File: src/verilog/adc_readout_pkg.sv
// Constants and types shared by the serial readout sequencer of the differential converter.
// Assumes a single 100 MHz clock domain; pin levels arrive already synchronous to it.
package adc_readout_pkg;

    // ==========================================================
    // Result format
    localparam int RAW_W = 14;
    localparam int DATA_W = 12;
    localparam int RES_W = 13;
    localparam logic signed [13:0] RAW_MAX = 14'sh0fff;
    localparam logic signed [13:0] RAW_MIN = 14'sh3000;
    localparam logic [12:0] CODE_POS_FULL = 13'h0fff;
    localparam logic [12:0] CODE_NEG_FULL = 13'h1000;
    localparam logic [12:0] CODE_RESET = 13'h0000;

    typedef struct packed {
        logic sign;
        logic [11:0] data;
    } result_s;

    // ==========================================================
    // Falling-edge numbering within a frame
    localparam int COUNT_W = 5;
    localparam logic [4:0] FALL_NULL = 5'h02;
    localparam logic [4:0] FALL_SIGN = 5'h03;
    localparam logic [4:0] FALL_MSB_LAST = 5'h0f;
    localparam logic [4:0] FALL_LSB_FIRST = 5'h10;
    localparam logic [4:0] FALL_LSB_LAST = 5'h1b;
    localparam logic [4:0] FALL_ZEROS = 5'h1c;
    localparam logic [4:0] MSB_BASE = 5'h0f;

    // ==========================================================
    // Buffering and sequencer states
    localparam int FIFO_DEPTH = 4;

    typedef enum logic [2:0] {
        ST_IDLE = 3'b001,
        ST_ARMED = 3'b010,
        ST_ACTIVE = 3'b100
    } seq_state_e;

endpackage : adc_readout_pkg

File: src/verilog/diff_adc_serial_readout.sv
// Serial readout sequencer of a 13-bit differential converter, plus its result FIFO.
// Assumes selB and sclk are synchronous to clock and far slower than it; the analog
// front end delivers signed differential samples in LSB units on rawIn/rawValid.
// Output pins are registered; doutEn high means the data pin is driven.
//
// Behaviour
// RQ1: Result is sign plus twelve bits, two's complement.
// RQ2: Negative difference gives sign one, complemented data.
// RQ3: Positive results saturate at +4095.
// RQ4: Negative results saturate at -4096.
// RQ5: Equal inputs give all-zero code.
// RQ6: Frame starts only on select falling edge.
// RQ7: Sampling starts at first rising clock.
// RQ8: Second falling edge drives low null bit.
// RQ9: Next thirteen clocks send sign, then MSB-first data.
// RQ10: Data output changes only on falling edges.
// RQ11: Further clocks resend result LSB first.
// RQ12: LSB-first data begins by falling edge sixteen.
// RQ13: After LSB-first copy, zeros indefinitely.
// RQ14: Output high impedance for first two clocks.
// RQ15: Host supplies sixteen clocks per conversion.
// RQ16: Host latches data on rising clock edges.
// RQ17: Two bytes: two undefined, null, sign, data.
// RQ18: One result bit resolved per received clock.
// RQ19: Host keeps clock at least 85 kHz.
// RQ20: Raising select aborts frame and releases output.
`timescale 1ns/1ps

// ==========================================================
// Result FIFO
module result_fifo #(
    parameter int WIDTH = adc_readout_pkg::RES_W,
    parameter int DEPTH = adc_readout_pkg::FIFO_DEPTH
) (
    input wire logic clock,
    input wire logic rst_b,
    input wire logic inValid,
    input wire logic [WIDTH-1:0] inData,
    output logic inReady,
    output logic outValid,
    output logic [WIDTH-1:0] outData,
    input wire logic outReady
);
    localparam int PTR_W = (DEPTH > 1) ? $clog2(DEPTH) : 1;
    localparam int CNT_W = $clog2(DEPTH + 1);
    localparam logic [PTR_W-1:0] PTR_LAST = PTR_W'(DEPTH - 1);
    localparam logic [CNT_W-1:0] CNT_FULL = CNT_W'(DEPTH);

    logic [WIDTH-1:0] mem [DEPTH];
    logic [PTR_W-1:0] wrPtr, next_wrPtr, rdPtr, next_rdPtr;
    logic [CNT_W-1:0] count, next_count;
    logic next_inReady;
    logic doWrite, doRead;

    always_comb begin
        doWrite = inValid && inReady;
        doRead = outValid && outReady;
        next_wrPtr = wrPtr;
        next_rdPtr = rdPtr;
        next_count = count;
        if (doWrite) begin
            next_wrPtr = (wrPtr == PTR_LAST) ? '0 : wrPtr + PTR_W'(1);
        end
        if (doRead) begin
            next_rdPtr = (rdPtr == PTR_LAST) ? '0 : rdPtr + PTR_W'(1);
        end
        // A write and a read in one cycle leave the count as it is
        if (doWrite && !doRead) begin
            next_count = count + CNT_W'(1);
        end else if (doRead && !doWrite) begin
            next_count = count - CNT_W'(1);
        end
        // Ready is registered so the source sees back-pressure straight from a flop
        next_inReady = (next_count != CNT_FULL);
    end

    always_ff @(posedge clock or negedge rst_b) begin
        if (!rst_b) begin
            wrPtr <= '0;
            rdPtr <= '0;
            count <= '0;
            inReady <= 1'b1;
        end else begin
            wrPtr <= next_wrPtr;
            rdPtr <= next_rdPtr;
            count <= next_count;
            inReady <= next_inReady;
        end
    end

    // Storage has no reset; outValid guards every read of it
    always_ff @(posedge clock) begin
        if (doWrite) begin
            mem[wrPtr] <= inData;
        end
    end

    assign outValid = (count != '0);
    assign outData = mem[rdPtr];

endmodule : result_fifo

// ==========================================================
// Readout sequencer
module diff_adc_serial_readout #(
    parameter int FIFO_DEPTH = adc_readout_pkg::FIFO_DEPTH
) (
    input wire logic clock,
    input wire logic rst_b,
    input wire logic selB,
    input wire logic sclk,
    output logic dout,
    output logic doutEn,
    output logic sampleStart,
    input wire logic rawValid,
    input wire logic signed [adc_readout_pkg::RAW_W-1:0] rawIn,
    output logic rawReady
);
    // Pick the bit driven after the given falling edge of the frame
    function automatic logic bitAt(input logic [12:0] word, input logic [4:0] fall);
        logic [4:0] idx;
        idx = '0;
        bitAt = 1'b0;
        if (fall >= adc_readout_pkg::FALL_SIGN && fall <= adc_readout_pkg::FALL_MSB_LAST) begin
            idx = adc_readout_pkg::MSB_BASE - fall;
            bitAt = word[idx[3:0]]; // [RQ9]
        end else if (fall >= adc_readout_pkg::FALL_LSB_FIRST && fall <= adc_readout_pkg::FALL_LSB_LAST) begin
            // LSB was just sent as the last MSB-first bit, so the reverse copy starts at bit one
            idx = fall - adc_readout_pkg::MSB_BASE;
            bitAt = word[idx[3:0]]; // [RQ11] [RQ12]
        end
        // Null bit and the trailing zeros both fall through as zero [RQ8] [RQ13]
    endfunction : bitAt

    // Edge seen between two successive samples of a slow pin
    function automatic logic pinRose(input logic prev, input logic cur);
        pinRose = !prev && cur;
    endfunction : pinRose

    function automatic logic pinFell(input logic prev, input logic cur);
        pinFell = prev && !cur;
    endfunction : pinFell

    // Word in force after this clock: a fresh FIFO word when popped, else the held one
    function automatic adc_readout_pkg::result_s pickWord(input logic pop, input adc_readout_pkg::result_s fresh,
        input adc_readout_pkg::result_s held);
        pickWord = pop ? fresh : held;
    endfunction : pickWord

    // Clamp a raw difference onto the thirteen-bit code range
    function automatic adc_readout_pkg::result_s saturate(input logic signed [adc_readout_pkg::RAW_W-1:0] raw);
        if (raw > adc_readout_pkg::RAW_MAX) begin
            saturate = adc_readout_pkg::CODE_POS_FULL; // [RQ3]
        end else if (raw < adc_readout_pkg::RAW_MIN) begin
            saturate = adc_readout_pkg::CODE_NEG_FULL; // [RQ4]
        end else begin
            // Two's complement truncation keeps sign and twelve data bits [RQ1] [RQ2] [RQ5]
            saturate = raw[adc_readout_pkg::RES_W-1:0];
        end
    endfunction : saturate

    // ==========================================================
    // Saturating encoder in front of the FIFO
    adc_readout_pkg::result_s clamped;
    adc_readout_pkg::result_s fifoWord;
    logic fifoValid;
    logic fifoPop;

    always_comb begin
        clamped = saturate(rawIn);
    end

    // Four words of slack let the converter run ahead of a slow host
    result_fifo #(
        .WIDTH(adc_readout_pkg::RES_W),
        .DEPTH(FIFO_DEPTH)
    ) u_fifo (
        .clock(clock),
        .rst_b(rst_b),
        .inValid(rawValid),
        .inData(clamped),
        .inReady(rawReady),
        .outValid(fifoValid),
        .outData(fifoWord),
        .outReady(fifoPop)
    );

    // ==========================================================
    // Pin edge detectors
    logic selPrev, next_selPrev;
    logic sclkPrev, next_sclkPrev;
    logic selFall, sclkRise, sclkFall;

    always_comb begin
        // Pins are compared sample to sample; the host keeps each phase at least two clocks long
        next_selPrev = selB;
        next_sclkPrev = sclk;
        selFall = pinFell(selPrev, selB);
        sclkRise = pinRose(sclkPrev, sclk);
        sclkFall = pinFell(sclkPrev, sclk);
    end

    always_ff @(posedge clock or negedge rst_b) begin
        if (!rst_b) begin
            // Starting low means a select already low at reset shows no falling edge [RQ6]
            selPrev <= 1'b0;
            // A clock idling high shows a false rise after reset, which only an armed frame could see
            sclkPrev <= 1'b0;
        end else begin
            selPrev <= next_selPrev;
            sclkPrev <= next_sclkPrev;
        end
    end

    // ==========================================================
    // Held result word
    // Reloaded only at the null bit; an empty FIFO then leaves the last code in place,
    // so a slow converter repeats a result rather than stalling the frame
    adc_readout_pkg::result_s word, next_word;

    always_comb begin
        next_word = pickWord(fifoPop, fifoWord, word);
    end

    always_ff @(posedge clock or negedge rst_b) begin
        if (!rst_b) begin
            word <= adc_readout_pkg::CODE_RESET;
        end else begin
            word <= next_word;
        end
    end

    // ==========================================================
    // Frame sequencer
    adc_readout_pkg::seq_state_e state, next_state;
    logic [adc_readout_pkg::COUNT_W-1:0] fallCount, next_fallCount;
    logic next_dout, next_doutEn, next_sampleStart;

    always_comb begin
        next_state = state;
        next_fallCount = fallCount;
        next_dout = dout;
        next_doutEn = doutEn;
        next_sampleStart = 1'b0;
        fifoPop = 1'b0;
        if (selB) begin
            // Abort in any phase and release the line [RQ20]
            next_state = adc_readout_pkg::ST_IDLE;
            next_fallCount = '0;
            next_dout = 1'b0;
            next_doutEn = 1'b0;
        end else begin
            unique case (state)
                adc_readout_pkg::ST_IDLE: begin
                    // Select held low since reset never opens a frame [RQ6]
                    if (selFall) begin
                        next_state = adc_readout_pkg::ST_ARMED;
                        next_fallCount = '0;
                    end
                end
                adc_readout_pkg::ST_ARMED: begin
                    // In idle-high mode the first edge is falling and is ignored
                    if (sclkRise) begin
                        next_state = adc_readout_pkg::ST_ACTIVE;
                        next_sampleStart = 1'b1; // [RQ7]
                    end
                end
                adc_readout_pkg::ST_ACTIVE: begin
                    if (sclkFall) begin // [RQ10]
                        // Count stops at the zero tail so clocks may run on without limit
                        if (fallCount != adc_readout_pkg::FALL_ZEROS) begin
                            next_fallCount = fallCount + 5'h01; // [RQ18]
                        end
                        if (next_fallCount == adc_readout_pkg::FALL_NULL) begin
                            // Sample period ends here; an empty FIFO repeats the last result
                            fifoPop = fifoValid;
                            next_doutEn = 1'b1; // [RQ14] [RQ17]
                        end
                        next_dout = bitAt(pickWord(fifoPop, fifoWord, word), next_fallCount);
                    end
                end
                default: begin
                    // An illegal state code falls back to idle with the pin released
                    next_state = adc_readout_pkg::ST_IDLE;
                    next_doutEn = 1'b0;
                end
            endcase
        end
    end

    always_ff @(posedge clock or negedge rst_b) begin
        if (!rst_b) begin
            state <= adc_readout_pkg::ST_IDLE;
            fallCount <= '0;
            dout <= 1'b0;
            doutEn <= 1'b0;
            sampleStart <= 1'b0;
        end else begin
            state <= next_state;
            fallCount <= next_fallCount;
            dout <= next_dout;
            doutEn <= next_doutEn;
            sampleStart <= next_sampleStart;
        end
    end

endmodule : diff_adc_serial_readout

File: config.mk
export PLATFORM = sky130hd
export DESIGN_NAME = diff_adc_serial_readout
export DESIGN_NICKNAME = d
export VERILOG_FILES = /design/src/verilog/adc_readout_pkg.sv /design/src/verilog/diff_adc_serial_readout.sv
export SDC_FILE = /design/constraint.sdc
export NUM_CORES = 1
export LEC_CHECK = 0
export ABC_AREA = 1
export BUFFER_PORTS_ARGS = -buffer_cell sky130_fd_sc_hd__buf_4
export CORE_AREA = 5 5 127 129
export DETAILED_ROUTE_END_ITERATION = 8
export DIE_AREA = 0 0 132 134
export PLACE_DENSITY_LB_ADDON = 0.08
export SYNTH_ARGS = -nofsm -noshare
export SYNTH_HDL_FRONTEND = slang
export SYNTH_SLANG_ARGS = --single-unit
File: constraint.sdc
create_clock -name clock -period 4 [get_ports clock]
set_input_delay 0.8 -clock clock [delete_from_list [all_inputs] [get_ports clock]]
set_output_delay 0.8 -clock clock [all_outputs]
set_load 0.01 [all_outputs]
==> qor.csv <==
stage;metric;value;unit
clocking;CTS resizes;0;
clocking;worst-skew pair later-pin latency;0.34;ns
timing;clock skew;0.00492;ns
drt;Post-route DRC;0;
setup_path;crit-path leading delay family;simple AND/OR/NAND/NOR gates;
drt;drt initial violations;150;
setup_path;Crit Path Class;register to register;
layout;Antenna diodes;0;
placed_design;PortBufs;22;
clocking;clock buffer depth;2;
die;core box area;0.0149;mm2
worst_hold_path;Hold/Removal Path Class;primary input to asynchronous set/reset pin;
clocking;cts hold-fix bufs;0;
timing;hold violation count in the final report;0;
timing;Max transition margin;0.429;
setup_path;worst r2r src;fallCount[0];
drt;Pre-antenna DRT Iters;4;
timing;Peak Freq;343;MHz
grt;first-pass GRT wire length;17.0;mm
setup_path;Setup crit start;fallCount[0];
setup_path;Max stage delay on crit path;0.43;ns
grt;largest net degree at the start of global routing;35;
clocking;CTS Sinks;86;
timing;RSZ-0062 raised after global routing;no;
drt;Vias/cell;4.60;
synthesis;Yosys reg bits;86;
layout;area grow syn2layout;14.6;%
synthesis;Mapped Area;0.00434;mm2
synthesis;ranking of synthesized cells by area;edfxtp_1 (36%), dfrtp_1 (18%), nand2_1 (12%), nand3_1 (5.9%), o21ai_0 (4.4%);
timing;final setup fails;0;
drt;Antenna Nets Post-Route;0;
run_status;status;complete, no violations;
synthesis;Yosys warnings;0;
layout;Post-layout nets;528;
synthesis;sequential area share after synthesis;0.556;
timing;max-slew violations;0;
layout;share of layout cells above drive strength 1;0.124;
setup_path;cell mode on critical path;nand2_1;
setup_path;CP required;4.27;ns
setup_path;CP Capture Type;register;
grt;Tot GR Track Use;0.122;
timing;sum of negative setup slack;0;ns
synthesis;Mapped Cells;480;
grt;total gr overflow;0;
layout;commonest non-fill, non-tap cell in the layout;nand2_1;
grt;vias in the first global route;3205;
layout;# fillers;1525;
setup_path;Worst R2R Path Depth;13;
setup_path;Buf/Inv on CP;2;
synthesis;Syn Area/Cell;9.04;um2
grt;met1 usage;0.161;
layout;most frequent cells in the layout;nand2_1 (142), edfxtp_1 (52), nand3_1 (51);
pwr;Peak VDD IR;0.253;mV
drt;drt wl/cell;14.9;um
synthesis;post-synth top area share;0.360;
grt;met2 Use GR;0.197;
setup_path;critical path's slowest cell;nor3_4;
layout;area of the multi-input gates;0.00166;mm2
placed_design;hpwl dp;7.14;mm
synthesis;cell accounting for the most synthesized area;edfxtp_1;
setup_path;worst path cell trace;inv_1, ha_1, nand4_2, nand3_2, nor2_4, nand3_4, nor3_4, inv_2, nand2_1, nand2_1, xor2_1, nor2_1, nand2_1;
layout;sequential cell area;0.00241;mm2
placed_design;Placed Cells;674;
synthesis;Cell variety after synth;37;
clocking;clock root buffer;clkbuf_16;
die;Starting Density;0.291;
die;Rows;45;
pwr;Leak;2.08;nW
clocking;setup bufs post-CTS;0;
clocking;CTS Buf Count;9;
timing;Final Cycle Share;0.728;
grt;initial antenna violation count;0;
setup_path;R2R Path End;u_fifo.inReady;
run;max_cap viols;0;
setup_path;Worst R2R Setup Slack;1.09;ns
setup_path;CP endpoint;u_fifo.inReady;
placed_design;routability cong.;0.811;
die;Die H;134;um
synthesis;syn_nets;511;
drt;vias post-DR;3174;
die;die area;0.0177;mm2
timing;Worst-Margin Slew;0.856;ns
die;# IOs;23;
grt;GR peak layer;met2;
clocking;Worst-path clk slew;0.06;ns
timing;Final min period;2.91;ns
grt;GRT met3 Usage;0.0341;
layout;Post-Layout Cell Count;690;
setup_path;critical path startpoint category;register;
drt;drt total wl;10.3;mm
die;die width;132;um
clocking;CTS tree;yes;
setup_path;Worst Path Arrival;3.18;ns
setup_path;Critical Path Fanout Max;22;
setup_path;cell count along the critical path;13;
pwr;pwr/cell area;463;mW/mm2
clocking;H-tree depth;3;
[area by class of cell]
cell class | count | area share
clock buffers | 10 | 0.0460
clock inverters | 6 | 0.0138
inverters | 48 | 0.0362
multi-input cells | 327 | 0.333
flip-flops and latches | 86 | 0.486
well taps | 188 | 0.0473
repair buffers | 25 | 0.0377
[report_power, final]
| part | internal (mW) | switching, mW |
|---|---|---|
| Clock | 0.489 | 0.361 |
| Sequential | 1.09 | 0.0408 |
| Combinational | 0.0946 | 0.229 |
| Total | 1.67 | 0.630 |
[through the flow]
stage | total power, mW | setup WS [ns] | util | hold slack (ns) | instance area, um2
after global routing | 2.43 | 0.687 | 0.333 | 0.441 | 4970
final | 2.30 | 1.09 | 0.333 | 0.401 | 4970
after global placement | 1.48 | 1.15 | 0.313 | 0.457 | 4680
after floorplan | 1.35 | 1.93 | - | 0.432 | 4340
after CTS | 2.35 | 1.05 | 0.333 | 0.416 | 4970
after detailed placement | 1.48 | 1.06 | 0.313 | 0.458 | 4680
[how the worst min path moves through the flow]
| stage | startpoint | endpoint | slack, ns |
|---|---|---|---|
| global placement | selPrev | state[0] | 0.46 |
| floorplan | selPrev | state[0] | 0.43 |
| detailed placement | selPrev | state[0] | 0.46 |
| finish | rst_b | sclkPrev | 0.40 |
| global route | rst_b | sclkPrev | 0.44 |
| CTS | rst_b | sclkPrev | 0.42 |
[cells in the mapped netlist]
cell and instances:
nor2_2 1, a21oi_4 1, edfxtp_1 52, a31o_2 1, o22a_1 1, inv_1 44, o2bb2ai_1 1, dfrtp_1 32
o21ai_0 38, nand3b_1 3, nand3_2 1, nand2_2 2, nand2_1 142, nand4_1 14, a21oi_1 13, mux2_2 1
a221oi_1 1, nor2_1 28, inv_2 4, nor3_1 2, nor3_4 1, o211ai_1 3, nor2_4 1, nand3_4 1
dfstp_2 2, xor2_1 2, o21ai_1 1, xor2_2 1, buf_1 1, buf_2 7, a21oi_2 1, nand4_2 1
clkbuf_1 9, buf_6 2, nand3_1 51, ha_1 12, o22ai_1 2
[sequential cells by signal (all words and copies together) (netlist names), 2 cells and up]
signal / cells
u_fifo.mem: 52
word: 13
fallCount: 5
state: 3
u_fifo.count: 3
u_fifo.rdPtr: 2
u_fifo.wrPtr: 2
[cell families after synthesis]
logic type / after synthesis / synth area share
AO/OA/AOI/OAI: 63 / 0.0819
XOR/XNOR: 3 / 0.00778
adder cells (fa/ha/maj): 12 / 0.0346
buffers and inverters: 67 / 0.0634
flip-flops: 86 / 0.556
multiplexers: 1 / 0.00259
AND/OR/NAND/NOR: 248 / 0.253
[per-layer routing]
metal  vias to the layer above  share of wire
met3                        11          0.027
li1                       1636              -
met2                        33           0.48
met1                      1494           0.48
met4                         0          0.011
met5                         -              0
No activity file was read; power rests on OpenSTA's default activity.
